===== src/mods_map.svh =====
// Offsets, bit positions and timing counts of the motor overload / direct starter block.
// Assumes inclusion by its bare name from the package and the design module.
`ifndef MODS_MAP_SVH
`define MODS_MAP_SVH

// ==========================================================================
// Image byte offsets
`define MODS_STATUS_BYTE_OFS   1'h0
`define MODS_INPUT_BYTE_OFS    1'h1
`define MODS_CMD_BYTE_OFS      1'h0
`define MODS_OUTCMD_BYTE_OFS   1'h1

// ==========================================================================
// Status byte 0 bit positions
`define MODS_ST_SUM_WARN       7
`define MODS_ST_SUM_FAULT      6
`define MODS_ST_LOCAL          5
`define MODS_ST_OVL_WARN       3
`define MODS_ST_RUN_FWD        2
`define MODS_ST_OFF            1

// Input image byte 1: inputs five..zero in bits 7..2
`define MODS_IN_LSB            2

// ==========================================================================
// Command byte 0 bit positions
`define MODS_CMD_FAULT_RESET   6
`define MODS_CMD_AUTO          5
`define MODS_CMD_PREP_EMERG    4
`define MODS_CMD_RUN_FWD       2
`define MODS_CMD_OFF           1

// Output command byte 1 bit positions
`define MODS_OC_RELAY_TWO      7
`define MODS_OC_SWITCHED_DC    4

// ==========================================================================
// Panel fault indicator flash: half period in ms at 40 MHz
`define MODS_CLK_HZ            40_000_000
`define MODS_FLASH_HALF_MS     250
`define MODS_FLASH_HALF_CYC    ((`MODS_CLK_HZ / 1000) * `MODS_FLASH_HALF_MS)

`endif


===== src/mods_pkg.sv =====
// Types of the motor overload / direct starter block.
// Assumes mods_map.svh is on the include path.
package mods_pkg;
    `include "mods_map.svh"

    // Control function selected by configuration
    typedef enum logic {
        MODS_FN_OVERLOAD = 1'b0,
        MODS_FN_DIRECT   = 1'b1
    } mods_func_t;

    // Which terminal, if any, carries the fault output
    typedef enum logic [1:0] {
        MODS_FO_NONE      = 2'h0,
        MODS_FO_RELAY_TWO = 2'h1,
        MODS_FO_SW_DC     = 2'h2
    } mods_fout_t;

    // Direct starter run state, Gray along off -> run -> tripped
    typedef enum logic [1:0] {
        MODS_RS_OFF  = 2'b00,
        MODS_RS_RUN  = 2'b01,
        MODS_RS_TRIP = 2'b11
    } mods_run_t;
endpackage


===== src/mods_ctrl.sv =====
// Overload-relay and direct-on-line starter control for a motor controller.
// Assumes fieldbus images are updated synchronously to core_clk_i and a
// separate protection core reports fault and warning levels.
//
// How it works
// Overload mode passes relay two, switched DC and inputs straight through.
// A configured fault output ignores its bus command bit.
// After reset in overload mode main relay closes, auxiliary opens.
// Overload fault opens main, closes auxiliary, drives configured fault output.
// Fault is reported in the status byte summary fault bit.
// Red lamp is lit while fault is latched.
// Panel fault indicator flashes during fault.
// Overload mode offers no checkback, start/stop or dip handling.
// Overload status byte warning, fault and overload bits; input image bits.
// Master places reset, emergency, relay two and DC commands in bytes.
// Direct mode switches contactor with main relay output only.
// Direct mode optionally supervises contactor checkback on input zero.
// Direct mode optionally starts from input four, stops from five.
// Direct mode optionally uses DC output or relay two as fault output.
// Direct status byte carries warn, fault, local, overload, run, off.
// Master places auto, run forward and off in command byte 0.
// Direct relay closes on run, opens on off or fault; status mirrors.
// Fault reset clears latch only after cause disappears.
`timescale 1ns/1ps
`include "mods_map.svh"

module mods_ctrl
    import mods_pkg::*;
#(
    parameter int unsigned FLASH_HALF_CYC = `MODS_FLASH_HALF_CYC,
    parameter int unsigned CHECKBACK_CYC  = 40_000
) (
    // Clock and reset
    input  wire logic       core_clk_i,
    input  wire logic       rst_n_i,
    // Configuration
    input  wire logic       func_direct_i,
    input  wire logic [1:0] fault_out_sel_i,
    input  wire logic       checkback_en_i,
    input  wire logic       local_en_i,
    // Protection core
    input  wire logic       fault_cause_i,
    input  wire logic       warn_i,
    input  wire logic       overload_warn_i,
    // Fieldbus command images
    input  wire logic [7:0] command_byte_i,
    input  wire logic [7:0] output_command_i,
    // Digital input pins
    input  wire logic [5:0] digital_input_i,
    // Fieldbus monitoring images
    output logic      [7:0] status_byte_o,
    output logic      [7:0] input_image_o,
    // Relay and output pins
    output logic            main_relay_output_o,
    output logic            auxiliary_relay_output_o,
    output logic            relay_output_two_o,
    output logic            switched_dc_output_o,
    // Indicators
    output logic            red_led_o,
    output logic            panel_fault_o
);

    // ======================================================================
    // Parameter checks
    localparam int FW = $clog2(FLASH_HALF_CYC + 1);
    localparam int CW = $clog2(CHECKBACK_CYC + 1);

    initial begin
        if (FLASH_HALF_CYC < 1 || CHECKBACK_CYC < 1) begin
            $error("mods_ctrl: counts must be at least one");
        end
    end

    // ======================================================================
    // State
    typedef struct packed {
        mods_run_t   run;
        logic        fault;
        logic        cb_fault;
        logic [CW-1:0] cb_cnt;
        logic [FW-1:0] fl_cnt;
        logic        fl_phase;
        logic [7:0]  status;
        logic [7:0]  inputs;
        logic        main_rly;
        logic        aux_rly;
        logic        rly_two;
        logic        sw_dc;
        logic        red;
        logic        panel;
    } mods_state_t;

    mods_state_t cur;
    mods_state_t next_st;

    mods_func_t func;
    mods_fout_t fsel;
    assign func = mods_func_t'(func_direct_i);
    assign fsel = mods_fout_t'(fault_out_sel_i);

    // Fault-output value for a terminal when it is so configured
    function automatic logic pick_out(input mods_fout_t sel, input mods_fout_t me,
                                      input logic flt, input logic bus);
        pick_out = (sel == me) ? flt : bus;
    endfunction

    // ======================================================================
    // Next-state logic
    always_comb begin
        logic cause;
        logic do_reset;
        logic start_req;
        logic stop_req;
        logic local_ctl;
        cause     = 1'b0;
        do_reset  = 1'b0;
        start_req = 1'b0;
        stop_req  = 1'b0;
        local_ctl = 1'b0;
        next_st   = cur;

        // checkback and start/stop only exist in direct mode
        local_ctl = (func == MODS_FN_DIRECT) && local_en_i &&
                    !command_byte_i[`MODS_CMD_AUTO];

        // checkback supervision of main contactor
        if (func == MODS_FN_DIRECT && checkback_en_i &&
            (digital_input_i[0] != cur.main_rly)) begin
            if (cur.cb_cnt >= CW'(CHECKBACK_CYC)) begin
                next_st.cb_fault = 1'b1;
            end else begin
                next_st.cb_cnt = cur.cb_cnt + CW'(1);
            end
        end else begin
            next_st.cb_cnt = '0;
            if (func != MODS_FN_DIRECT || !checkback_en_i) begin
                next_st.cb_fault = 1'b0;
            end
        end

        cause    = fault_cause_i || cur.cb_fault;
        do_reset = command_byte_i[`MODS_CMD_FAULT_RESET];

        // latched fault, set wins over reset
        if (cause) begin
            next_st.fault = 1'b1;
        end else if (do_reset) begin
            next_st.fault = 1'b0;
            next_st.cb_fault = 1'b0;
        end

        // local inputs four/five, R16: bus commands in auto mode
        if (local_ctl) begin
            start_req = digital_input_i[4];
            stop_req  = digital_input_i[5];
        end else begin
            start_req = command_byte_i[`MODS_CMD_RUN_FWD];
            stop_req  = command_byte_i[`MODS_CMD_OFF];
        end

        // run state machine; stop has priority over start
        unique case (cur.run)
            MODS_RS_OFF: begin
                if (start_req && !stop_req && !next_st.fault) begin
                    next_st.run = MODS_RS_RUN;
                end
            end
            MODS_RS_RUN: begin
                if (cause || next_st.fault) begin
                    next_st.run = MODS_RS_TRIP;
                end else if (stop_req) begin
                    next_st.run = MODS_RS_OFF;
                end
            end
            MODS_RS_TRIP: begin
                if (!next_st.fault) begin
                    next_st.run = MODS_RS_OFF;
                end
            end
            default: next_st.run = MODS_RS_OFF;
        endcase
        if (func != MODS_FN_DIRECT) begin
            next_st.run = MODS_RS_OFF;
        end

        // flash timer runs only while fault is latched
        if (next_st.fault) begin
            if (cur.fl_cnt >= FW'(FLASH_HALF_CYC - 1)) begin
                next_st.fl_cnt   = '0;
                next_st.fl_phase = ~cur.fl_phase;
            end else begin
                next_st.fl_cnt = cur.fl_cnt + FW'(1);
            end
        end else begin
            next_st.fl_cnt   = '0;
            next_st.fl_phase = 1'b1;
        end
        // panel indicator flashes
        next_st.panel = next_st.fault && next_st.fl_phase;
        // red lamp steady while faulted
        next_st.red   = next_st.fault;

        if (func == MODS_FN_OVERLOAD) begin
            // main closed, auxiliary open; R4: swapped on fault
            next_st.main_rly = !next_st.fault;
            next_st.aux_rly  = next_st.fault;
        end else begin
            // only main relay switches the contactor
            next_st.main_rly = (next_st.run == MODS_RS_RUN);
            next_st.aux_rly  = 1'b0;
        end

        // bus straight through; R2: R4: R14: fault output overrides
        next_st.rly_two = pick_out(fsel, MODS_FO_RELAY_TWO, next_st.fault,
                                   output_command_i[`MODS_OC_RELAY_TWO]);
        next_st.sw_dc   = pick_out(fsel, MODS_FO_SW_DC, next_st.fault,
                                   output_command_i[`MODS_OC_SWITCHED_DC]);

        // R1: raw inputs in bits 7..2
        next_st.inputs = {digital_input_i, 2'b00};

        // R9: R15: status byte
        next_st.status = 8'h00;
        next_st.status[`MODS_ST_SUM_WARN]  = warn_i || overload_warn_i;
        next_st.status[`MODS_ST_SUM_FAULT] = next_st.fault;
        next_st.status[`MODS_ST_OVL_WARN]  = overload_warn_i;
        if (func == MODS_FN_DIRECT) begin
            next_st.status[`MODS_ST_LOCAL]   = local_ctl;
            next_st.status[`MODS_ST_RUN_FWD] = (next_st.run == MODS_RS_RUN);
            next_st.status[`MODS_ST_OFF]     = (next_st.run != MODS_RS_RUN);
        end
    end

    // ======================================================================
    // State register; reset leaves main relay closed for overload mode
    always_ff @(posedge core_clk_i) begin
        if (!rst_n_i) begin
            cur          <= '0;
            // main relay closed straight after power-up in overload mode;
            // a direct starter must not pull in its contactor unasked
            cur.main_rly <= !func_direct_i;
            cur.fl_phase <= 1'b1;
            cur.status   <= 8'h00;
        end else begin
            cur <= next_st;
        end
    end

    // ======================================================================
    // Outputs straight from flip-flops
    assign status_byte_o            = cur.status;
    assign input_image_o            = cur.inputs;
    assign main_relay_output_o      = cur.main_rly;
    assign auxiliary_relay_output_o = cur.aux_rly;
    assign relay_output_two_o       = cur.rly_two;
    assign switched_dc_output_o     = cur.sw_dc;
    assign red_led_o                = cur.red;
    assign panel_fault_o            = cur.panel;

endmodule


===== config.mk =====
export PLATFORM = sky130hd
export DESIGN_NAME = mods_ctrl
export DESIGN_NICKNAME = d
export VERILOG_FILES = /design/src/mods_pkg.sv /design/src/mods_ctrl.sv
export VERILOG_INCLUDE_DIRS = /design/src /design/src/src
export SDC_FILE = /design/constraint.sdc
export NUM_CORES = 1
export LEC_CHECK = 0
export ABC_CLOCK_PERIOD_IN_PS = 2700
export BUFFER_PORTS_ARGS = -buffer_cell sky130_fd_sc_hd__buf_2
export CORE_MARGIN = 10
export CORE_UTILIZATION = 37
export CTS_CLUSTER_SIZE = 24
export DETAILED_ROUTE_END_ITERATION = 10
export GPL_TIMING_DRIVEN = 0
export PLACE_DENSITY_LB_ADDON = 0.08
export SYNTH_ARGS = -nofsm -noshare
export SYNTH_HDL_FRONTEND = slang
export SYNTH_SLANG_ARGS = --single-unit

===== constraint.sdc =====
create_clock -name core_clk_i -period 2.7 [get_ports core_clk_i]
set_input_delay 0.135 -clock core_clk_i [delete_from_list [all_inputs] [get_ports core_clk_i]]
set_output_delay 0.135 -clock core_clk_i [all_outputs]
set_load 0.005 [all_outputs]

==> results.toml, run 1 <==
[clock_network]
cts_buffers = 9
post_cts_buffers = 0
cts.repair.resized = 0
clk_pin_slew_ns = 0.07
cts_max_level = 3
cts-root-buf = "clkbuf_8"
tritoncts = "done"
clock_sinks = 61
clk_path_buf_depth = 2
insertion_delay_ns = 0.34
cts_hold_buf = 8

[logic_synthesis]
syn_area_mm2 = 0.00273
synth_area_leaders = "dfxtp_1 45%, nor2_1 7.7%, xnor2_1 5.8%"
yosysMostFrequentCell = "dfxtp_1"
synthCells = 305
synth-main-ff-cell = "dfxtp_1"
synth-edff-count = 0
synthArstFlopShare = 0
synth_top_cells_by_count = "61 x dfxtp_1, 56 x nor2_1, 19 x nand2_1"
ys_seq_area_frac = 0.447
yosys.area.top_type = "dfxtp_1"
ys_seq_elements = 61
post_synth_num_cell_types = 44
syn_avg_cell_area_um2 = 8.96
yosysTopAreaCellShare = 0.447
ys_warn_count = 0

[final_layout]
layout-drive-gt1-share = 0.218
stdcell_count = 470
finish.utilization = 0.465
synthToLayoutAreaGrowth_pct = 22.7
fin_nets = 401
diodes = 0

[timing]
whs_ns = 0.0299
finClkSkew_ns = 0.00966
hold_viol_final = 0
timing.fmax_mhz = 452
fin_crit_ns = 2.21
rsz0062_at_grt = "false"
period_share = 0.820
drv_slew = 0
setup_tns_ns = 0
tightest_slew_ns = 1.08
finalSetupViolCount = 0
setup_ws_ns = 0.486
slew_headroom = 0.276

[routing]
viasPerCell = 4.60
wl_um = 5740
first_iter_violations = 62
antenna_left = 0
via_count = 2164
drc = 0
wl_per_cell_um = 12.2
dr.pass1.iters = 4

[run_status]
status = "finished clean"

[critical_path]
critPathSlowestCell = "nor4_1"
cp.required_ns = 2.93
path_cells = "ha_1 -> inv_1 -> nor4_1 -> nand3_1 -> xor2_1 -> nor2_1"
cp.depth = 6
worstReg2RegEnd = "cur[41]$_SDFF_PP0_"
cp.arrival_ns = 2.45
r2r_cells = 6
critPathKind = "register to register"
critPathMaxFanout = 6
slowest_delay_ns = 0.92
worstSetupStartpoint = "cur[23]$_SDFF_PP0_"
worst_setup_path_start_kind = "register"
cp_num_buf_inv = 1
r2r_start = "cur[23]$_SDFF_PP0_"
crit_family = "simple AND/OR/NAND/NOR gates"
reg2reg_slack_ns = 0.49
worstSetupEndpointType = "register"
crit_end = "cur[41]$_SDFF_PP0_"

[hold_path]
hold_class = "input port to register"

[grt]
grt_pass1_vias = 2107
track_usage = 0.108
grt_pass1_wl_um = 9990
grt_overflow = 0
antenna_found_initial = 0
grt_max_degree = 12

[floorplanning]
row_count = 31
io-pin-count = 54
initial_core_util = 0.379
die_y_um = 106
dieArea_mm2 = 0.0112
core_area_mm2 = 0.00721
die_w_um = 106

[power_and_ir_drop]
leakage_nw = 1.31
powerDensity_mw_per_mm2 = 562
ir_drop_uv = 219

[place]
place_ws_ns = 0.448
gp_congestion = 0.777
portBuffers = 39
dpl.hpwl_um = 4140
dp_cells = 446

[flow_run]
maxCapViolCount = 0
[worst reg2reg max path, stage by stage (launching register included)]
cell,delay (ns)
dfxtp_1,0.43
ha_1,0.28
inv_1,0.08
nor4_1,0.92
nand3_1,0.19
xor2_1,0.17
nor2_1,0.05
[worst min path at each step]
stage                       start  slack [ns]                                   to  cells after the start
3_5_place_dp   digital_input_i[3]        0.35          input_image_o[5]$_SDFF_PN0_                      2
3_3_place_gp   digital_input_i[1]        0.34          input_image_o[3]$_SDFF_PN0_                      2
4_1_cts        digital_input_i[0]        0.01          input_image_o[2]$_SDFF_PN0_                      2
2_1_floorplan       func_direct_i        0.21  auxiliary_relay_output_o$_SDFF_PP0_                      1
5_1_grt        digital_input_i[0]        0.02          input_image_o[2]$_SDFF_PN0_                      2
6_report       digital_input_i[0]        0.03          input_image_o[2]$_SDFF_PN0_                      2
[power breakdown]
part,switching [mW],total [mW],internal (mW),leakage (nW)
logic,0.0523,0.117,0.0650,0.709
registers,0.00911,0.926,0.917,0.496
clock network,0.363,0.839,0.476,0.102
total,0.424,1.88,1.46,1.31
[area by class of cell]
cell class	count	area (µm²)
buffer	23	161
timing repair buffer	47	275
sequential	61	1220
multi-input combinational	213	1320
clock buffer	11	151
inverter	11	41.3
fill	746	3860
clock inverter	5	58.8
tap	99	124
[layout by cell type (no fill, tap or decap), types with 7 or more instances in the layout]
cell type	Yosys	routed
xor2_1	18	18
and2_1	7	7
dfxtp_1	61	61
xnor2_1	18	18
buf_4	16	16
clkbuf_8	0	11
inv_1	11	11
and3_1	8	8
nand4_1	7	7
a211oi_1	10	10
dlygate4sd3_1	0	8
nor2_1	56	56
buf_2	0	39
nand3_1	17	17
nand2_1	19	19
[metal layers]
layer	part of all wire	track usage
met5	0	0
met4	0.016	0.0464
met3	0.058	0.0423
met2	0.43	0.161
met1	0.50	0.135
[cell families (layout without fill, tap and decap cells)]
| logic type | after synthesis | count (layout) | share of synthesized area |
|---|---|---|---|
| xor gates and xnor gates | 36 | 36 | 0.115 |
| muxes | 3 | 3 | 0.0133 |
| adders and majority gates | 3 | 3 | 0.0137 |
| buffers and inverters | 34 | 97 | 0.0742 |
| AOI/OAI and AO/OA | 30 | 30 | 0.0857 |
| and+or+nand+nor | 137 | 137 | 0.249 |
| other | 1 | 4 | 0.00137 |
| DFF | 61 | 61 | 0.447 |
[registers in the layout (all words and copies together) (netlist names)]
name,flops
cur,44
panel_fault_o,1
auxiliary_relay_output_o,1
status_byte_o,6
input_image_o,6
main_relay_output_o,1
switched_dc_output_o,1
relay_output_two_o,1
[metrics by stage]
step	area, µm²	power, mW
3_3_place_gp	3060	1.06
2_1_floorplan	2740	1.01
5_1_grt	3350	1.97
4_1_cts	3350	1.92
6_report	3350	1.88
3_5_place_dp	3060	1.06
Note: power is estimated with default switching activity, not from simulation.
==> inputs of run 2 (changes only) <==
--- a/config.mk
+++ b/config.mk
@@ -6,7 +6,8 @@
 export SDC_FILE = /design/constraint.sdc
 export NUM_CORES = 1
 export LEC_CHECK = 0
-export ABC_CLOCK_PERIOD_IN_PS = 2700
+export ABC_AREA = 1
+export ABC_CLOCK_PERIOD_IN_PS = 2250
 export BUFFER_PORTS_ARGS = -buffer_cell sky130_fd_sc_hd__buf_2
 export CORE_MARGIN = 10
 export CORE_UTILIZATION = 37
==> constraint.sdc (replaced) <==
create_clock -name core_clk_i -period 2.25 [get_ports core_clk_i]
set_input_delay 0.1125 -clock core_clk_i [delete_from_list [all_inputs] [get_ports core_clk_i]]
set_output_delay 0.1125 -clock core_clk_i [all_outputs]
set_load 0.005 [all_outputs]
==> run 2 against run 1 <==
  * Clock power grew 44%
  * Largest power group is now clock
  * Largest cell class unchanged
  * Sequential power grew 20%
  * Critical path depth grew 3
  * Clock skew grew 0.00092 ns
  * Highest routed layer unchanged
  * Synthesized cell count grew 51%
  * Worst hold slack gained 0.016 ns
  * Non-clock buffer count is the same
  * Sequential share of layout area shrank 4.8 points
  * Die area grew 14%
  * Combinational power grew 33%
  * Global-route usage grew 1.2 points
  * First-iteration DRC count grew 66%
==> results.toml, run 2 <==
[final_layout]
largest_register = "cur"
stdcell_count = 632
synthToLayoutAreaGrowth_pct = 20.9
fin_nets = 557
most-common-layout-cells = "122 x nand2_1, 64 x nor2_1, 61 x dfxtp_1"
largest_reg_flops = 44
final_common_cell = "nand2_1"
layout-drive-gt1-share = 0.213
diodes = 0

[floorplanning]
row_count = 33
dieArea_mm2 = 0.0127
die_y_um = 113
core_area_mm2 = 0.00830
die_w_um = 113
initial_core_util = 0.385
io-pin-count = 54

[timing]
finClkSkew_ns = 0.0106
fin_crit_ns = 1.64
timing.fmax_mhz = 609
setup_tns_ns = 0
period_share = 0.730
hold_viol_final = 0
setup_ws_ns = 0.609
drv_slew = 0
rsz0062_at_grt = "false"
finalSetupViolCount = 0

[hold_path]
hold_class = "input port to register"
hold-path-cell-count = 3
worstHoldStart = "checkback_en_i"
min_to = "cur[63]$_SDFF_PN0_"

[routing]
drc = 0
wl_um = 7290
antenna_left = 0
dr.pass1.iters = 4
first_iter_violations = 103
viasPerCell = 4.50
via_count = 2844
wl_per_cell_um = 11.5

[run_status]
status = "finished clean"

[critical_path]
critPathMaxFanout = 10
reg2reg_slack_ns = 0.61
worstSetupStartpoint = "cur[23]$_SDFF_PP0_"
worstSetupEndpointType = "register"
critPathKind = "register to register"
worst_setup_path_start_kind = "register"
cp.arrival_ns = 1.87
r2r_cells = 9
worstReg2RegEnd = "cur[41]$_SDFF_PP0_"
cp.required_ns = 2.48
r2r_start = "cur[23]$_SDFF_PP0_"

[place]
place_ws_ns = 0.617
gp_congestion = 0.795
dp_cells = 607
portBuffers = 38
dpl.hpwl_um = 5610

[clock_network]
clk_path_buf_depth = 2
clock_sinks = 61
post_cts_buffers = 0
insertion_delay_ns = 0.34
cts-root-buf = "clkbuf_8"
cts_max_level = 3
tritoncts = "done"
cts_buffers = 9
clk_pin_slew_ns = 0.08

[power_and_ir_drop]
p_int_mw = 1.92
ir_drop_uv = 499
leakage_nw = 1.57
sw_frac_of_total = 0.223
powerDensity_mw_per_mm2 = 641
p_switching_mw = 0.553
seqPwrFrac = 0.449
p_comb_frac = 0.063
clkPwrFrac = 0.489

[grt]
track_usage = 0.120
antenna_found_initial = 0
grt_overflow = 0
grt_pass1_wl_um = 12900
grt_max_degree = 13
grt_pass1_vias = 2814

[logic_synthesis]
yosys.area.top_type = "dfxtp_1"
synthArstFlopShare = 0
synthCells = 461
yosysMostFrequentCell = "nand2_1"
syn_avg_cell_area_um2 = 6.93
yosysTopAreaCellShare = 0.382
post_synth_num_cell_types = 34
synth_top_cells_by_count = "122 x nand2_1, 64 x nor2_1, 61 x dfxtp_1"
synth_area_leaders = "dfxtp_1 38%, nand2_1 14%, nor2_1 7.5%"
ys_seq_elements = 61
syn_area_mm2 = 0.00319
ys_seq_area_frac = 0.382
synth-main-ff-cell = "dfxtp_1"
synth-edff-count = 0
ys_warn_count = 0

[flow_run]
maxCapViolCount = 0
run 2: stage by stage:
step / cell area [µm²] / hold slack [ns] / utilization / power (mW)
final: 3860 / 0.0456 / 0.465 / 2.48
after global routing: 3860 / 0.0259 / 0.465 / 2.60
after CTS: 3860 / 0.0294 / 0.465 / 2.52
after detailed placement: 3530 / 0.298 / 0.425 / 1.28
after global placement: 3530 / 0.297 / 0.425 / 1.28
after floorplan: 3200 / 0.206 / - / 1.22
run 2: timing repair:
item | CTS | global route
hold buffers | 9 | 0
endpoints found under the hold margin | 8 | 0
gates resized for setup | 0 | 0
run 2: critical path, stage by stage (launching register included):
cell	delay, ns
dfxtp_1	0.40
ha_1	0.21
nand3_1	0.17
inv_2	0.10
nand2_1	0.06
nand2_1	0.09
nand3_2	0.12
nand4_4	0.15
buf_6	0.18
nor2_1	0.06
run 2: cell families after synthesis:
| family | count (synthesis) | synth area share |
|---|---|---|
| XOR/XNOR | 13 | 0.0357 |
| AO/OA/AOI/OAI | 41 | 0.0694 |
| buffers and inverters | 80 | 0.119 |
| AND/OR/NAND/NOR | 262 | 0.380 |
| other | 1 | 0.00117 |
| flip-flops | 61 | 0.382 |
| adder cells (fa/ha/maj) | 3 | 0.0118 |
run 2: layer usage:
layer  share of wire  vias up  wire [µm]  track usage
li1                -     1563          -            -
met1            0.45     1228       3310        0.137
met2            0.49       44       3580        0.207
met3           0.041        9        301       0.0396
met4           0.013        0         94       0.0364
met5               0        -          0            0
run 2: how the worst max path moves through the flow:
stage	to	slack, ns
finish	cur[41]$_SDFF_PP0_	0.61
global route	cur[41]$_SDFF_PP0_	0.41
CTS	cur[41]$_SDFF_PP0_	0.60
detailed placement	cur[40]$_SDFF_PP0_	0.62
global placement	cur[38]$_SDFF_PP0_	0.63
floorplan	cur[38]$_SDFF_PP0_	0.87
run 2: area by class of cell:
cell class,instances,area [µm²]
well taps,105,131
plain buffers,23,166
fillers,869,4440
clock buffers,9,124
clock inverters,7,121
inverters,57,214
repair buffers,47,280
multi-input cells,323,1600
flip-flops and latches,61,1220
run 2: power groups by stage:
stage	Sequential [mW]	Clock [mW]	Combinational, mW
CTS	1.11	1.25	0.159
floorplan	1.14	0	0.0871
global placement	1.14	0	0.145
finish	1.11	1.21	0.156
detailed placement	1.14	0	0.146
global route	1.11	1.31	0.177
==> inputs of run 3 (changes only) <==
--- a/config.mk
+++ b/config.mk
@@ -7,7 +7,7 @@
 export NUM_CORES = 1
 export LEC_CHECK = 0
 export ABC_AREA = 1
-export ABC_CLOCK_PERIOD_IN_PS = 2250
+export ABC_CLOCK_PERIOD_IN_PS = 1600
 export BUFFER_PORTS_ARGS = -buffer_cell sky130_fd_sc_hd__buf_2
 export CORE_MARGIN = 10
 export CORE_UTILIZATION = 37
==> constraint.sdc (replaced) <==
create_clock -name core_clk_i -period 1.6 [get_ports core_clk_i]
set_input_delay 0.08 -clock core_clk_i [delete_from_list [all_inputs] [get_ports core_clk_i]]
set_output_delay 0.08 -clock core_clk_i [all_outputs]
set_load 0.005 [all_outputs]
==> run 3 against run 2 <==
  * Maximum frequency grew 6.5%
  * Total power grew 42%
  * Worst hold slack lost 0.020 ns
  * Sequential cell count is the same
  * First-iteration DRC count shrank 20%
  * Critical path type unchanged
  * Largest power group unchanged
  * Highest routed layer unchanged
==> results.toml, run 3 (same netlist as run 2, synthesis figures left out) <==
[grt]
grt_overflow = 0
use_met2 = 0.208
grt_max_degree = 13
grt_pass1_vias = 2821
grt_pass1_wl_um = 13000
grt_busiest_layer = "met2"
antenna_found_initial = 0
grtUsageMet1 = 0.138
grtUsageMet3 = 0.0396
track_usage = 0.121

[routing]
via_count = 2884
viasPerCell = 4.51
wl_per_cell_um = 12.0
wl_um = 7690
first_iter_violations = 82
antenna_left = 0
drc = 0
dr.pass1.iters = 5

[final_layout]
most-common-layout-cells = "119 x nand2_1, 61 x nor2_1, 59 x dfxtp_1"
final_common_cell = "nand2_1"
finish.utilization = 0.485
diodes = 0
final_area_mm2 = 0.00403
fin_nets = 564
largest_reg_flops = 44
layout-drive-gt1-share = 0.245
synthToLayoutAreaGrowth_pct = 26.1
largest_register = "cur"

[critical_path]
critPathMaxFanout = 7
cp.required_ns = 1.83
r2r_start = "cur[24]$_SDFF_PP0_"
worstSetupEndpointType = "register"
worst_setup_path_start_kind = "register"
worstReg2RegEnd = "cur[35]$_SDFF_PP0_"
reg2reg_slack_ns = 0.06
critPathKind = "register to register"
r2r_cells = 9
cp.arrival_ns = 1.77

[timing]
rsz0062_at_grt = "true"
drv_slew = 0
period_share = 0.963
whs_ns = 0.0258
finalSetupViolCount = 0
finClkSkew_ns = 0.0109
fin_crit_ns = 1.54
timing.fmax_mhz = 649
hold_viol_final = 0

[hold_path]
hold-path-cell-count = 3
min_to = "switched_dc_output_o$_SDFF_PN0_"
hold_class = "input port to register"
worstHoldStart = "rst_n_i"

[clock_network]
tritoncts = "done"
clock_sinks = 61
cts_max_level = 3
cts-root-buf = "clkbuf_8"
insertion_delay_ns = 0.34
cts_buffers = 9
clk_pin_slew_ns = 0.08
clk_path_buf_depth = 2

[place]
portBuffers = 38
dpl_cell_area_mm2 = 0.00353
gp_congestion = 0.795
dpl.hpwl_um = 5610

[floorplanning]
initial_core_util = 0.385
row_count = 33
io-pin-count = 54
core_area_mm2 = 0.00830
die_w_um = 113
dieArea_mm2 = 0.0127
die_y_um = 113

[run_status]
status = "finished clean"

[flow_run]
maxCapViolCount = 0

[power_and_ir_drop]
p_total_mw = 3.52
leakage_nw = 1.62
powerDensity_mw_per_mm2 = 875
ir_drop_uv = 721
run 3: cell count changes in the layout (fill, tap and decap cells not counted), sizes merged:
cell	before	now
buf	60	64
clkinvlp	0	1
dlygate4sd3	9	10
clkinv	3	2
clkbuf	10	12
run 3: cell type report:
cell class | instances | area, µm²
clock buffers | 9 | 124
repair buffers | 54 | 374
well taps | 105 | 131
flip-flops and latches | 61 | 1230
plain buffers | 23 | 174
inverters | 57 | 218
multi-input cells | 323 | 1660
fillers | 846 | 4270
clock inverters | 7 | 121
run 3: how the worst max path moves through the flow:
| stage | from | endpoint | slack, ns | cells after the start |
|---|---|---|---|---|
| after floorplan | cur[23]$_SDFF_PP0_ | cur[38]$_SDFF_PP0_ | 0.22 | 9 |
| after global placement | cur[23]$_SDFF_PP0_ | cur[38]$_SDFF_PP0_ | -0.02 | 9 |
| after detailed placement | cur[23]$_SDFF_PP0_ | cur[40]$_SDFF_PP0_ | -0.03 | 9 |
| after CTS | cur[23]$_SDFF_PP0_ | cur[40]$_SDFF_PP0_ | 0.04 | 9 |
| after global routing | cur[23]$_SDFF_PP0_ | cur[45]$_SDFF_PP0_ | -0.03 | 9 |
| final | cur[24]$_SDFF_PP0_ | cur[35]$_SDFF_PP0_ | 0.06 | 9 |
run 3: report_power, final:
part	internal (mW)	total [mW]	switching, mW	leakage, nW
Clock	1.05	1.70	0.659	0.124
Combinational	0.135	0.253	0.119	1.00
Sequential	1.55	1.56	0.0157	0.497
run 3: what timing repair did:
action,4_1_cts,5_1_grt
endpoints found under the hold margin,9,0
setup buffers,0,4
gates cloned,0,2
gates resized for setup,2,18
pin swaps,0,2
hold buffers,10,0
setup endpoints to repair,20,25
run 3: per-layer routing:
metal | vias to the layer above | routed length [µm]
met1 | 1265 | 3450
li1 | 1573 | -
met3 | 7 | 286
met5 | - | 0
met4 | 0 | 82
met2 | 39 | 3870
run 3: through the flow:
step                instances  setup TNS, ns  worst slack, ns
floorplan                 464              0            0.215
global placement          607         -0.169          -0.0234
detailed placement        607         -0.243          -0.0335
CTS                       633              0           0.0396
global route              639         -0.209          -0.0272
finish                    639              0           0.0591
run 3: worst max-delay path, stage by stage (launching register included):
cell	delay, ns
dfxtp_1	0.40
ha_4	0.18
nand3_4	0.09
inv_2	0.09
nand2_2	0.05
nand2_2	0.08
nand3_4	0.09
nand4_4	0.21
clkbuf_16	0.20
nor2_1	0.04
